===== config.mk =====
export PLATFORM = sky130hd
export DESIGN_NAME = sfpe_top
export DESIGN_NICKNAME = d
export VERILOG_FILES = /design/src/sfpe_pkg.sv /design/src/sfpe_top.sv
export SDC_FILE = /design/constraint.sdc
export NUM_CORES = 2
export LEC_CHECK = 0
export ABC_AREA = 1
export BUFFER_PORTS_ARGS = -buffer_cell sky130_fd_sc_hd__buf_2
export CAP_MARGIN = 5
export CORE_ASPECT_RATIO = 1.2
export CORE_MARGIN = 5
export CORE_UTILIZATION = 45
export CTS_CLUSTER_DIAMETER = 50
export DETAILED_ROUTE_END_ITERATION = 7
export GPL_ROUTABILITY_DRIVEN = 0
export PLACE_DENSITY_LB_ADDON = 0.08
export REMOVE_ABC_BUFFERS = 1
export SLEW_MARGIN = 10
export SYNTH_ARGS = -nofsm -noshare
export SYNTH_HDL_FRONTEND = slang
export SYNTH_SLANG_ARGS = --single-unit

===== constraint.sdc =====
create_clock -name clock -period 18.2 [get_ports clock]
set_input_delay 3.64 -clock clock [delete_from_list [all_inputs] [get_ports clock]]
set_output_delay 3.64 -clock clock [all_outputs]
set_load 0.02 [all_outputs]

===== src/sfpe_pkg.sv =====
package sfpe_pkg;
    localparam logic [7:0] OP_WRAP = 8'h77;
    localparam logic [7:0] OP_PP = 8'h02;
    localparam logic [7:0] OP_QPP = 8'h32;
    localparam logic [7:0] OP_SE = 8'h20;
    localparam logic [7:0] OP_BE32 = 8'h52;
    localparam logic [7:0] OP_WREN = 8'h06;
    localparam logic [7:0] OP_WRDI = 8'h04;
    localparam int WRAP_DIS_BIT = 4;
    localparam int WRAP_LEN_LSB = 5;
    localparam logic WRAP_DIS_RST = 1'b1;
    localparam logic [1:0] WRAP_LEN_RST = 2'h0;
    localparam int ADDR_W = 24;
    localparam logic [11:0] CNT_ADDR_END = 12'h004;
    localparam logic [11:0] CNT_WRAP_BYTE = 12'h004;
    localparam logic [11:0] CNT_FIRST_DATA = 12'h005;
    localparam logic [23:0] SECTOR_MASK = 24'h000fff;
    localparam logic [23:0] BLOCK32_MASK = 24'h007fff;
    localparam int PIN_CS = 5;
    localparam int PIN_SCK = 4;
    localparam logic [5:0] PIN_RST = 6'h20;
    localparam int FIFO_DEPTH = 4;
    localparam int CLK_MHZ = 200;
    localparam int PP_TIME_US = 400;
    localparam int SE_TIME_US = 45000;
    localparam int BE32_TIME_US = 120000;
    localparam int PP_CYCLES = PP_TIME_US * CLK_MHZ;
    localparam int SE_CYCLES = SE_TIME_US * CLK_MHZ;
    localparam int BE32_CYCLES = BE32_TIME_US * CLK_MHZ;

    typedef struct packed {
        logic [23:0] addr;
        logic [7:0] data;
    } sfpe_wr_t;

    typedef enum logic [1:0] {CYC_IDLE, CYC_PROG, CYC_ERASE} sfpe_cyc_t;
endpackage : sfpe_pkg


===== src/sfpe_top.sv =====
module sfpe_fifo #(
    parameter int W = 32,
    parameter int D = 4
) (
    input wire logic clock,
    input wire logic rst,
    input wire logic clk_en,
    input wire logic in_valid,
    input wire logic [W-1:0] in_data,
    output logic in_ready,
    output logic out_valid,
    output logic [W-1:0] out_data,
    input wire logic out_ready
);
    localparam int PW = (D > 1) ? $clog2(D) : 1;
    localparam int CW = $clog2(D + 1);

    if (D < 2 || (1 << PW) != D) begin : g_bad_depth
        $error("FIFO depth must be a power of two of at least 2.");
    end

    logic [W-1:0] mem [D];
    logic [PW-1:0] wr_ptr_r;
    logic [PW-1:0] rd_ptr_r;
    logic [CW-1:0] cnt_r;
    logic [CW-1:0] cnt_nxt;
    logic push;
    logic pop;

    assign in_ready = (cnt_r != CW'(D));
    assign push = in_valid & in_ready;
    assign pop = out_valid & out_ready;
    assign out_data = mem[rd_ptr_r];

    always_comb begin
        cnt_nxt = cnt_r;
        if (push && !pop) begin
            cnt_nxt = cnt_r + CW'(1);
        end else if (pop && !push) begin
            cnt_nxt = cnt_r - CW'(1);
        end
    end

    always_ff @(posedge clock) begin
        if (clk_en && push) begin
            mem[wr_ptr_r] <= in_data;
        end
    end

    always_ff @(posedge clock or posedge rst) begin
        if (rst) begin
            wr_ptr_r <= '0;
            rd_ptr_r <= '0;
            cnt_r <= '0;
            out_valid <= 1'b0;
        end else if (clk_en) begin
            if (push) begin
                wr_ptr_r <= wr_ptr_r + PW'(1);
            end
            if (pop) begin
                rd_ptr_r <= rd_ptr_r + PW'(1);
            end
            cnt_r <= cnt_nxt;
            out_valid <= (cnt_nxt != '0);
        end
    end
endmodule : sfpe_fifo

module sfpe_top
    import sfpe_pkg::*;
#(
    parameter int unsigned PP_CYC = PP_CYCLES,
    parameter int unsigned SE_CYC = SE_CYCLES,
    parameter int unsigned BE32_CYC = BE32_CYCLES
) (
    input wire logic clock,
    input wire logic rst,
    input wire logic clk_en,
    input wire logic spi_cs_n,
    input wire logic spi_sck,
    input wire logic [3:0] spi_io,
    input wire logic quad_io_enable,
    input wire logic four_wire_command_mode,
    input wire logic target_protected,
    input wire logic rd_param_wr,
    input wire logic [1:0] rd_param_len,
    input wire logic rd_load,
    input wire logic [23:0] rd_load_addr,
    input wire logic rd_step,
    input wire logic rd_burst_wrap,
    input wire logic mem_wr_ready,
    output logic mem_wr_valid,
    output sfpe_wr_t mem_wr,
    output logic busy_r,
    output logic write_enable_latch_r,
    output logic wrap_disable_bit_r,
    output logic [1:0] wrap_length_field_r,
    output logic [23:0] target_addr_r,
    output logic erase_req_r,
    output logic [23:0] erase_base_r,
    output logic erase_block_r,
    output logic [23:0] rd_addr_r
);
    if (PP_CYC < 1 || SE_CYC < 1 || BE32_CYC < 1) begin : g_bad_time
        $error("Cycle durations must be at least one clock.");
    end

    logic [5:0] pin_s1_r;
    logic [5:0] pin_s2_r;
    logic [5:0] pin_s3_r;
    logic cs_low;
    logic cs_fall;
    logic cs_rise;
    logic sck_rise;
    logic [3:0] io;

    logic [7:0] op_r;
    logic [7:0] sh_r;
    logic [2:0] bit_cnt_r;
    logic [11:0] byte_cnt_r;
    logic [7:0] col_r;
    logic [7:0] page_buf [256];
    logic [255:0] mask_r;

    logic quad_now;
    logic [7:0] sh_nxt;
    logic [2:0] bit_nxt;
    logic byte_done;
    logic on_boundary;
    logic prog_ok;
    logic erase_ok;
    logic start_prog;
    logic start_erase;
    logic cyc_done;

    sfpe_cyc_t cyc_r;
    logic [31:0] timer_r;
    logic [7:0] scan_idx_r;
    logic scan_done_r;
    logic fifo_in_valid;
    logic fifo_in_ready;
    sfpe_wr_t fifo_in;

    logic wrap_on;
    logic [7:0] wrap_mask;

    // Pins cross from the host's clock domain through two flops each; a third flop delays them for edge detection.
    always_ff @(posedge clock or posedge rst) begin
        if (rst) begin
            pin_s1_r <= PIN_RST;
            pin_s2_r <= PIN_RST;
            pin_s3_r <= PIN_RST;
        end else if (clk_en) begin
            pin_s1_r <= {spi_cs_n, spi_sck, spi_io};
            pin_s2_r <= pin_s1_r;
            pin_s3_r <= pin_s2_r;
        end
    end

    assign cs_low = ~pin_s2_r[PIN_CS];
    assign cs_fall = ~pin_s2_r[PIN_CS] & pin_s3_r[PIN_CS];
    assign cs_rise = pin_s2_r[PIN_CS] & ~pin_s3_r[PIN_CS];
    assign sck_rise = pin_s2_r[PIN_SCK] & ~pin_s3_r[PIN_SCK];
    assign io = pin_s2_r[3:0];

    assign quad_now = four_wire_command_mode |
        ((op_r == OP_QPP) && (byte_cnt_r != '0));

    always_comb begin
        if (quad_now) begin
            sh_nxt = {sh_r[3:0], io};
            bit_nxt = bit_cnt_r + 3'h4;
        end else begin
            sh_nxt = {sh_r[6:0], io[0]};
            bit_nxt = bit_cnt_r + 3'h1;
        end
    end

    assign byte_done = cs_low & sck_rise & (bit_nxt == 3'h0);

    always_ff @(posedge clock or posedge rst) begin
        if (rst) begin
            sh_r <= '0;
            bit_cnt_r <= '0;
            byte_cnt_r <= '0;
            op_r <= '0;
            target_addr_r <= '0;
            col_r <= '0;
        end else if (clk_en) begin
            if (cs_fall) begin
                bit_cnt_r <= '0;
                byte_cnt_r <= '0;
            end else if (cs_low && sck_rise) begin
                sh_r <= sh_nxt;
                bit_cnt_r <= bit_nxt;
                if (bit_nxt == 3'h0) begin
                    if (byte_cnt_r != 12'hfff) begin
                        byte_cnt_r <= byte_cnt_r + 12'h001;
                    end
                    if (byte_cnt_r == '0) begin
                        op_r <= sh_nxt;
                    // A frame sent while busy must not move the scanned page.
                    end else if (byte_cnt_r < CNT_ADDR_END && !busy_r) begin
                        target_addr_r <= {target_addr_r[15:0], sh_nxt};
                        col_r <= sh_nxt;
                    end else begin
                        col_r <= col_r + 8'h01;
                    end
                end
            end
        end
    end

    // The page buffer holds data until the frame closes cleanly.
    always_ff @(posedge clock) begin
        if (clk_en && byte_done && !busy_r && byte_cnt_r >= CNT_ADDR_END &&
            (op_r == OP_PP || op_r == OP_QPP)) begin
            page_buf[col_r] <= sh_nxt;
        end
    end

    always_ff @(posedge clock or posedge rst) begin
        if (rst) begin
            mask_r <= '0;
        end else if (clk_en) begin
            if (cs_fall && !busy_r) begin
                mask_r <= '0;
            end else if (byte_done && !busy_r &&
                         byte_cnt_r >= CNT_ADDR_END &&
                         (op_r == OP_PP || op_r == OP_QPP)) begin
                mask_r[col_r] <= 1'b1;
            end
        end
    end

    assign on_boundary = cs_rise && (bit_cnt_r == 3'h0) && !busy_r;
    assign prog_ok = (byte_cnt_r >= CNT_FIRST_DATA) &&
        (op_r == OP_PP || (op_r == OP_QPP && quad_io_enable &&
                           !four_wire_command_mode));
    assign erase_ok = (byte_cnt_r == CNT_ADDR_END) &&
        (op_r == OP_SE || op_r == OP_BE32);
    assign start_prog = on_boundary && prog_ok &&
        write_enable_latch_r && !target_protected;
    assign start_erase = on_boundary && erase_ok &&
        write_enable_latch_r && !target_protected;

    assign cyc_done = (cyc_r != CYC_IDLE) && (timer_r == '0) &&
        (cyc_r == CYC_ERASE || (scan_done_r && !mem_wr_valid));

    always_ff @(posedge clock or posedge rst) begin
        if (rst) begin
            cyc_r <= CYC_IDLE;
            timer_r <= '0;
            busy_r <= 1'b0;
            erase_req_r <= 1'b0;
            erase_base_r <= '0;
            erase_block_r <= 1'b0;
        end else if (clk_en) begin
            erase_req_r <= 1'b0;
            case (cyc_r)
                CYC_IDLE: begin
                    if (start_prog) begin
                        cyc_r <= CYC_PROG;
                        timer_r <= PP_CYC;
                        busy_r <= 1'b1;
                    end else if (start_erase) begin
                        cyc_r <= CYC_ERASE;
                        busy_r <= 1'b1;
                        erase_req_r <= 1'b1;
                        erase_block_r <= (op_r == OP_BE32);
                        if (op_r == OP_BE32) begin
                            timer_r <= BE32_CYC;
                            erase_base_r <= target_addr_r & ~BLOCK32_MASK;
                        end else begin
                            timer_r <= SE_CYC;
                            erase_base_r <= target_addr_r & ~SECTOR_MASK;
                        end
                    end
                end
                CYC_PROG, CYC_ERASE: begin
                    if (timer_r != '0) begin
                        timer_r <= timer_r - 32'h1;
                    end
                    if (cyc_done) begin
                        cyc_r <= CYC_IDLE;
                        busy_r <= 1'b0;
                    end
                end
                default: begin
                    cyc_r <= CYC_IDLE;
                    busy_r <= 1'b0;
                end
            endcase
        end
    end

    // The scan stalls on a full FIFO, so a slow array throttles it.
    assign fifo_in_valid = (cyc_r == CYC_PROG) && !scan_done_r &&
        mask_r[scan_idx_r];
    assign fifo_in.addr = {target_addr_r[23:8], scan_idx_r};
    assign fifo_in.data = page_buf[scan_idx_r];

    always_ff @(posedge clock or posedge rst) begin
        if (rst) begin
            scan_idx_r <= '0;
            scan_done_r <= 1'b0;
        end else if (clk_en) begin
            if (start_prog) begin
                scan_idx_r <= '0;
                scan_done_r <= 1'b0;
            end else if (cyc_r == CYC_PROG && !scan_done_r &&
                         (!mask_r[scan_idx_r] || fifo_in_ready)) begin
                scan_idx_r <= scan_idx_r + 8'h01;
                if (scan_idx_r == 8'hff) begin
                    scan_done_r <= 1'b1;
                end
            end
        end
    end

    sfpe_fifo #(
        .W($bits(sfpe_wr_t)),
        .D(FIFO_DEPTH)
    ) u_fifo (
        .clock(clock),
        .rst(rst),
        .clk_en(clk_en),
        .in_valid(fifo_in_valid),
        .in_data(fifo_in),
        .in_ready(fifo_in_ready),
        .out_valid(mem_wr_valid),
        .out_data(mem_wr),
        .out_ready(mem_wr_ready)
    );

    always_ff @(posedge clock or posedge rst) begin
        if (rst) begin
            write_enable_latch_r <= 1'b0;
        end else if (clk_en) begin
            if (cyc_done) begin
                write_enable_latch_r <= 1'b0;
            end else if (on_boundary && byte_cnt_r == 12'h001) begin
                if (op_r == OP_WREN) begin
                    write_enable_latch_r <= 1'b1;
                end else if (op_r == OP_WRDI) begin
                    write_enable_latch_r <= 1'b0;
                end
            end
        end
    end

    always_ff @(posedge clock or posedge rst) begin
        if (rst) begin
            wrap_disable_bit_r <= WRAP_DIS_RST;
            wrap_length_field_r <= WRAP_LEN_RST;
        end else if (clk_en) begin
            if (byte_done && !busy_r && !four_wire_command_mode &&
                op_r == OP_WRAP && byte_cnt_r == CNT_WRAP_BYTE) begin
                wrap_disable_bit_r <= sh_nxt[WRAP_DIS_BIT];
                wrap_length_field_r <= sh_nxt[WRAP_LEN_LSB +: 2];
            end else if (rd_param_wr && four_wire_command_mode) begin
                wrap_length_field_r <= rd_param_len;
            end
        end
    end

    assign wrap_on = four_wire_command_mode ? rd_burst_wrap :
        !wrap_disable_bit_r;
    assign wrap_mask = (8'h08 << wrap_length_field_r) - 8'h01;

    always_ff @(posedge clock or posedge rst) begin
        if (rst) begin
            rd_addr_r <= '0;
        end else if (clk_en) begin
            if (rd_load) begin
                rd_addr_r <= rd_load_addr;
            end else if (rd_step) begin
                if (wrap_on) begin
                    rd_addr_r[7:0] <= (rd_addr_r[7:0] & ~wrap_mask) |
                        ((rd_addr_r[7:0] + 8'h01) & wrap_mask);
                end else begin
                    rd_addr_r <= rd_addr_r + 24'h000001;
                end
            end
        end
    end
endmodule : sfpe_top


* Word-level counts from Yosys, hierarchy flattened
Memory sizes are Yosys's and may differ from the RTL's.
Index checks and enable logic that the tools add are counted.
** Word-level totals
- Memories kept :: 2
- Memory bits (writable) :: 2176
- Bits in registers :: 442
- Bits of input ports :: 43
** Cells by class
- Equal/unequal tests :: 18
- Bitwise operators :: 19
- $lt $le $gt $ge :: 6
- Shift-type cells :: 1
- Muxes and demuxes :: 54
- Add/sub/neg operators :: 13
- Reduce and logical (&&, ||, !) cells :: 92
** Memories
- page_buf :: words 256, width 8, rd ports 1, clocked after Yosys merged registers in 0, write ports 1, RTL line sfpe_top.sv:122 : logic [7:0] page_buf [256];
- u_fifo.mem :: words 4, width 32, rd ports 1, clocked after Yosys merged registers in 0, write ports 1, RTL line sfpe_top.sv:22 : logic [W-1:0] mem [D];
** Operators by type and width (number)
- 256-bit 2-to-1 mux :: 2
- 256-bit bitwise OR :: 1
- 32-bit 2-to-1 mux :: 3
- 32-bit one-hot mux with 2 select lines :: 1
- 12-bit 2-to-1 mux :: 4
- 24-bit 2-to-1 mux :: 2
- 8-bit 2-to-1 mux :: 5
- 1-bit logical AND :: 38
- 32-bit logical NOT :: 1
- 32-bit nonzero test :: 1
- 32-bit by 1-bit subtractor with 32-bit output (second input constant) :: 1
- 25-bit 2-to-1 mux :: 1
- 24-bit by 1-bit adder with 24-bit output (second input constant) :: 1
- 8-bit by 1-bit adder with 8-bit output (second input constant) :: 3
- 12-bit by 3-bit greater-or-equal comparator with 1-bit output (second input constant) :: 2
- 2-bit nonzero test :: 11
- 1-bit 2-to-1 mux :: 20
- 8-bit by 9-bit less-than comparator with 1-bit output (second input constant) :: 2
- 8-bit bitwise AND :: 2
- 8-bit by 3-bit == test with 1-bit output (second input constant) :: 2
- 8-bit by 6-bit == test with 1-bit output (second input constant) :: 2
- 8-bit by 7-bit == test with 1-bit output (second input constant) :: 2
- 16-bit 2-to-1 mux :: 1
- 2-bit AND reduction :: 8
- other kinds (42) :: 87

* Depth between registers and ports, before layout
- Depth in word-level cells :: 12
- Gate-level depth with buffers :: 24
- Gate-level depth less buffers :: 23

* Modules after synthesis
Synthesis repeated with hierarchy kept, for this count alone.
** Second synthesis, totals
- Cell total of the unflattened synthesis :: 9330
- Area, all modules :: 108828.1 µm²
** By module, submodules not included
- sfpe_top :: cells an instance 8949, area an instance 103538.1 µm², instances 1
- sfpe_fifo :: cells an instance 381, area an instance 5290.1 µm², instances 1

* Least setup slack after synthesis
No wires, ideal clock.
- Kind :: input port to flip-flop
- From :: in four_wire_command_mode
- To :: mem page_buf[0][4], data pin
- Required time :: 17.423 ns
- Setup time :: 0.777 ns
- Data arrival time :: 6.994 ns
- Stages :: 5
- Path slack :: 10.430 ns
- Cells stage by stage :: inv_1 nand2_4 clkbuf_1 o21ai_0 inv_1
** On the way
- Longest elaborated chain between the ends :: 2
** Ends and longest elaborated chain
- from (decl) :: RTL line sfpe_top.sv:83 : input wire logic four_wire_command_mode,
- 1-bit bitwise OR :: RTL line sfpe_top.sv:166 : assign quad_now = four_wire_command_mode |
- 8-bit 2-to-1 mux :: RTL line sfpe_top.sv:170 : if (quad_now) begin
- net sh_nxt[4] :: RTL line sfpe_top.sv:126 : logic [7:0] sh_nxt;
- to (decl) :: RTL line sfpe_top.sv:122
The timed path passes the listed nets, and every way through them passes these cells.

* Worst setup path in the final report
- From :: reg scan_idx_r[0]
- To :: mem u_fifo.mem[2][28] (enable)
** On the way
- Longest elaborated chain between the ends :: 7
** Ends and longest elaborated chain
- from (decl) :: RTL line sfpe_top.sv:138 : logic [7:0] scan_idx_r;
- from (signal assigned) :: RTL line sfpe_top.sv:313 : scan_idx_r <= scan_idx_r + 8'h01;
- 1-bit binary-select mux with 8-bit select :: RTL line sfpe_top.sv:299 : mask_r[scan_idx_r];
- 1-bit 2-to-1 mux (implied by the code) :: RTL line sfpe_top.sv:299
- 1-bit logical AND :: RTL line sfpe_top.sv:298 : assign fifo_in_valid = (cyc_r == CYC_PROG) && !scan_done_r &&
- 1-bit bitwise AND :: RTL line sfpe_top.sv:31 : assign push = in_valid & in_ready;
- 1-bit logical AND :: RTL line sfpe_top.sv:45 : if (clk_en && push) begin
- 1-bit 2-to-1 mux :: RTL line sfpe_top.sv:45
- 1-bit 2-to-1 mux (implied by the code) :: RTL line sfpe_top.sv:46 : mem[wr_ptr_r] <= in_data;
- to (decl) :: RTL line sfpe_top.sv:22
No other way between the ends. The select of a mux whose other input is x is not followed.

==> impl_metrics.csv <==
group,metric,value,unit
timing,slew_headroom,0.09939,
routing,via_count_normalized_by_instance_count,5.939,
clock_network,cts_root_buffer,"clkbuf_16",
place,buffer_ports.inserted,142,
routing,wl_per_cell,27.71,µm
setup_path,timing.critical_path.required,18.65,ns
grt,grt_pass1_wl,503900,µm
grt,grt_pass1_vias,72021,
yosys,ys_seq_elements,2602,
cells_and_area,final_cell_mix,"2176 x edfxtp_1, 1364 x nor2_1, 1273 x o21ai_0",
die,top_level_ports,155,
grt,grt_start_max_net_pins,175,
grt,number_of_antenna_violations_at_the_first_check_in_global_routing,14,
grt,gr-usage-met2,0.4263,
yosys,yosysUniqueCellTypes,64,
routing,drc,0,
grt,use_met3,0.04850,
power_and_ir_drop,leakage,0.04236,µW
setup_path,critical_path_end_type,"flip-flop",
cells_and_area,fin_cells,12557,
place,detailedPlacementHpwl,201800,µm
power_and_ir_drop,power_after_layout,18480,µW
yosys,synth_seq_area_share,0.7070,
yosys,synthFlopType,"edfxtp_1",
routing,detail_route.wirelength,348000,µm
yosys,synth_area_per_cell,11.69,µm²
clock_network,cts-hold-fix-buffers,0,
clock_network,tritoncts_buffers,280,
timing,ratio_of_final_minimum_period_to_clock_period,0.3954,
setup_path,startpoint_type,"flip-flop",
cells_and_area,final_layout_size_suffix_gt1_frac,0.09066,
grt,grt_util_all_layers,0.2706,
timing,setup-violations-final,0,
clock_network,post-cts-setup-buffer-count,0,
yosys,synth_enable_flop_cells,2176,
clock_network,clkTransAtPathRegs,0.07,ns
timing,grt_setup_unrepaired,"no",
routing,postRouteAntennaNets,0,
clock_network,cts_resized,0,
routing,drt-initial-drc-count,8109,
run,max-cap-violations,0,
grt,met1_demand_to_capacity_share_in_global_routing,0.3736,
die,die_height,545.4,µm
cells_and_area,nFillCells,20929,
power_and_ir_drop,ir_worst_vdd,0.0001101,V
timing,timing.fmax,0.1390,GHz
die,design.core.area,237600,µm²
grt,grt.busiest_layer,"met2",
cells_and_area,syn2layout_area_growth,11.49,%
yosys,post_synth_instance_area,107500,µm²
place,place_inst,12040,
cells_and_area,layout.cells.most_common,"edfxtp_1",
status,status,"finished clean",
yosys,yosys_warn_count,0,
cells_and_area,layout.core_utilization,0.5044,
clock_network,clk-insertion-delay-late,0.87,ns
timing,finalHoldViolCount,0,
die,dieArea,248800,µm²
die,die_width,456.2,µm
clock_network,largest_buffer_count_on_any_clock_path,4,
cells_and_area,nets,9220,
yosys,synthArstFlopShare,0.1637,
min_path,min-delay-path-class,"reg -> reg",
timing,final.setup_skew,0.04522,ns
clock_network,clock_tree_from_tritoncts,"built",
setup_path,path_max_fanout,158,
power_and_ir_drop,power.density_cell_area,154.2,nW/µm²
die,floorplan.initialDensity,0.4524,
setup_path,regToRegSetupSlack,11.00,ns
die,core.rowCount,196,
clock_network,cts_h_tree_depth,5,
routing,vias,74581,
grt,overflow_after_grt,0,
clock_network,clkSinkCount,2602,
setup_path,cp_data_arrival_time,7.64,ns
timing,timing.final.max_slew_violations,0,
yosys,synthCells,9201,
timing,worst_pin_slew,1.351,ns
timing,min_period,7.195,ns
routing,drt_first_pass_iters,6,
setup_path,timing_worst_setup_path_type,"reg -> reg",
==> synthesized netlist by cell type, drive strengths merged (23+ instances only) <==
library cell | number | area, µm²
nand3 | 415 | 2077
clkbuf | 414 | 1554
o22ai | 371 | 2321
nor3 | 142 | 830.8
o221ai | 188 | 1647
o211ai | 108 | 810.8
o21ai | 1282 | 6420
a31oi | 82 | 513.0
a21oi | 311 | 1605
dfrtp | 422 | 10560
ha | 23 | 287.8
xor2 | 32 | 287.8
edfxtp | 2176 | 65340
nand2 | 929 | 3545
inv | 551 | 2068
nand4 | 51 | 319.1
nor2 | 1400 | 5400
buf | 226 | 1269
==> routing by layer <==
| layer | routed length [µm] | share of wire |
|---|---|---|
| met5 | 14 | 0.000040 |
| met4 | 15770 | 0.045 |
| met3 | 27120 | 0.078 |
| met2 | 161000 | 0.46 |
| met1 | 144100 | 0.41 |
==> power by group <==
| part | switching (µW) | internal [µW] | leakage [µW] |
|---|---|---|---|
| clock network | 2380 | 3160 | 0.00425 |
| logic | 4430 | 1320 | 0.0128 |
| registers | 182 | 7020 | 0.0254 |
| total | 6980 | 11500 | 0.0424 |
==> cells by family (layout without fill, tap and decap cells) <==
group,after synthesis,after routing,synth area share
flops,2602,2602,0.7070
fa+ha+maj,23,23,0.002677
simple gates,2961,2961,0.1150
compound gates,2375,2375,0.1264
buf+inv,1204,1368,0.04594
other cells,1,25,0.00003488
mux,2,2,0.0001862
xor+xnor,33,33,0.002758
==> flip-flops by register name (all words and copies together), names as in the netlist, 2 cells and up, named ones only <==
register             count
scan_idx_r               8
op_r                     8
sh_r                     7
u_fifo.cnt_r             3
col_r                    8
rd_addr_r               19
cyc_r                    2
erase_base_r            12
target_addr_r           24
mask_r                 256
pin_s2_r                 6
pin_s1_r                 6
u_fifo.rd_ptr_r          2
u_fifo.wr_ptr_r          2
byte_cnt_r              12
u_fifo.mem             128
timer_r                 32
page_buf              2048
wrap_length_field_r      2
bit_cnt_r                3
pin_s3_r                 2
==> through the flow <==
step / TNS [ns] / hold WS, ns / setup slack (ns) / cell area [µm²]
finish: 0 / 0.4714 / 11.00 / 119900
global route: 0 / 0.4990 / 10.66 / 119800
CTS: 0 / 0.4725 / 11.08 / 119800
floorplan: -7177.19 / 0.4422 / -41.42 / 104700
global placement: 0 / 0.4559 / 10.22 / 111000
detailed placement: 0 / 0.4625 / 10.18 / 111100
==> cell type report <==
cell class                 instances  area [µm²]  area share
multi-input combinational       5406       26830      0.2239
timing repair buffer             300        2059     0.01718
antenna                           13       32.53   0.0002714
inverter                         564        2212     0.01845
clock buffer                     371        7639     0.06373
sequential                      2602       76030      0.6343
clock inverter                   133        1097    0.009154
tap                             3168        3964     0.03307
==> critical path, cell delays in order (launching register included) <==
cell     delay [ns]
dfrtp_4        0.80
buf_4          0.64
buf_12         0.49
buf_4          0.77
buf_12         0.45
o21ai_0        0.21
nand3_1        0.23
nand3_1        0.13
nand2_1        0.18
nand3_1        0.09
nand2_1        0.10
nand2_1        0.14
nand2_1        0.12
inv_1          0.11
nand2_1        0.29
nand3_1        0.46
nor2_4         1.02
==> path summary, 6_finish.rpt <==
check / from / to / cells past startpoint
max in group asynchronous: rst / mask_r[246] / 5
worst min register to register: pin_s1_r[5] / pin_s1_r[5] / 2
min in group asynchronous: rst / timer_r[5] / 2
worst min-delay path: pin_s1_r[5] / pin_s1_r[5] / 2
worst max-delay path: scan_idx_r[0] / u_fifo.mem[2][28] / 16
worst max register to register: scan_idx_r[0] / u_fifo.mem[2][28] / 16
Note: power is estimated with default switching activity, not from simulation.
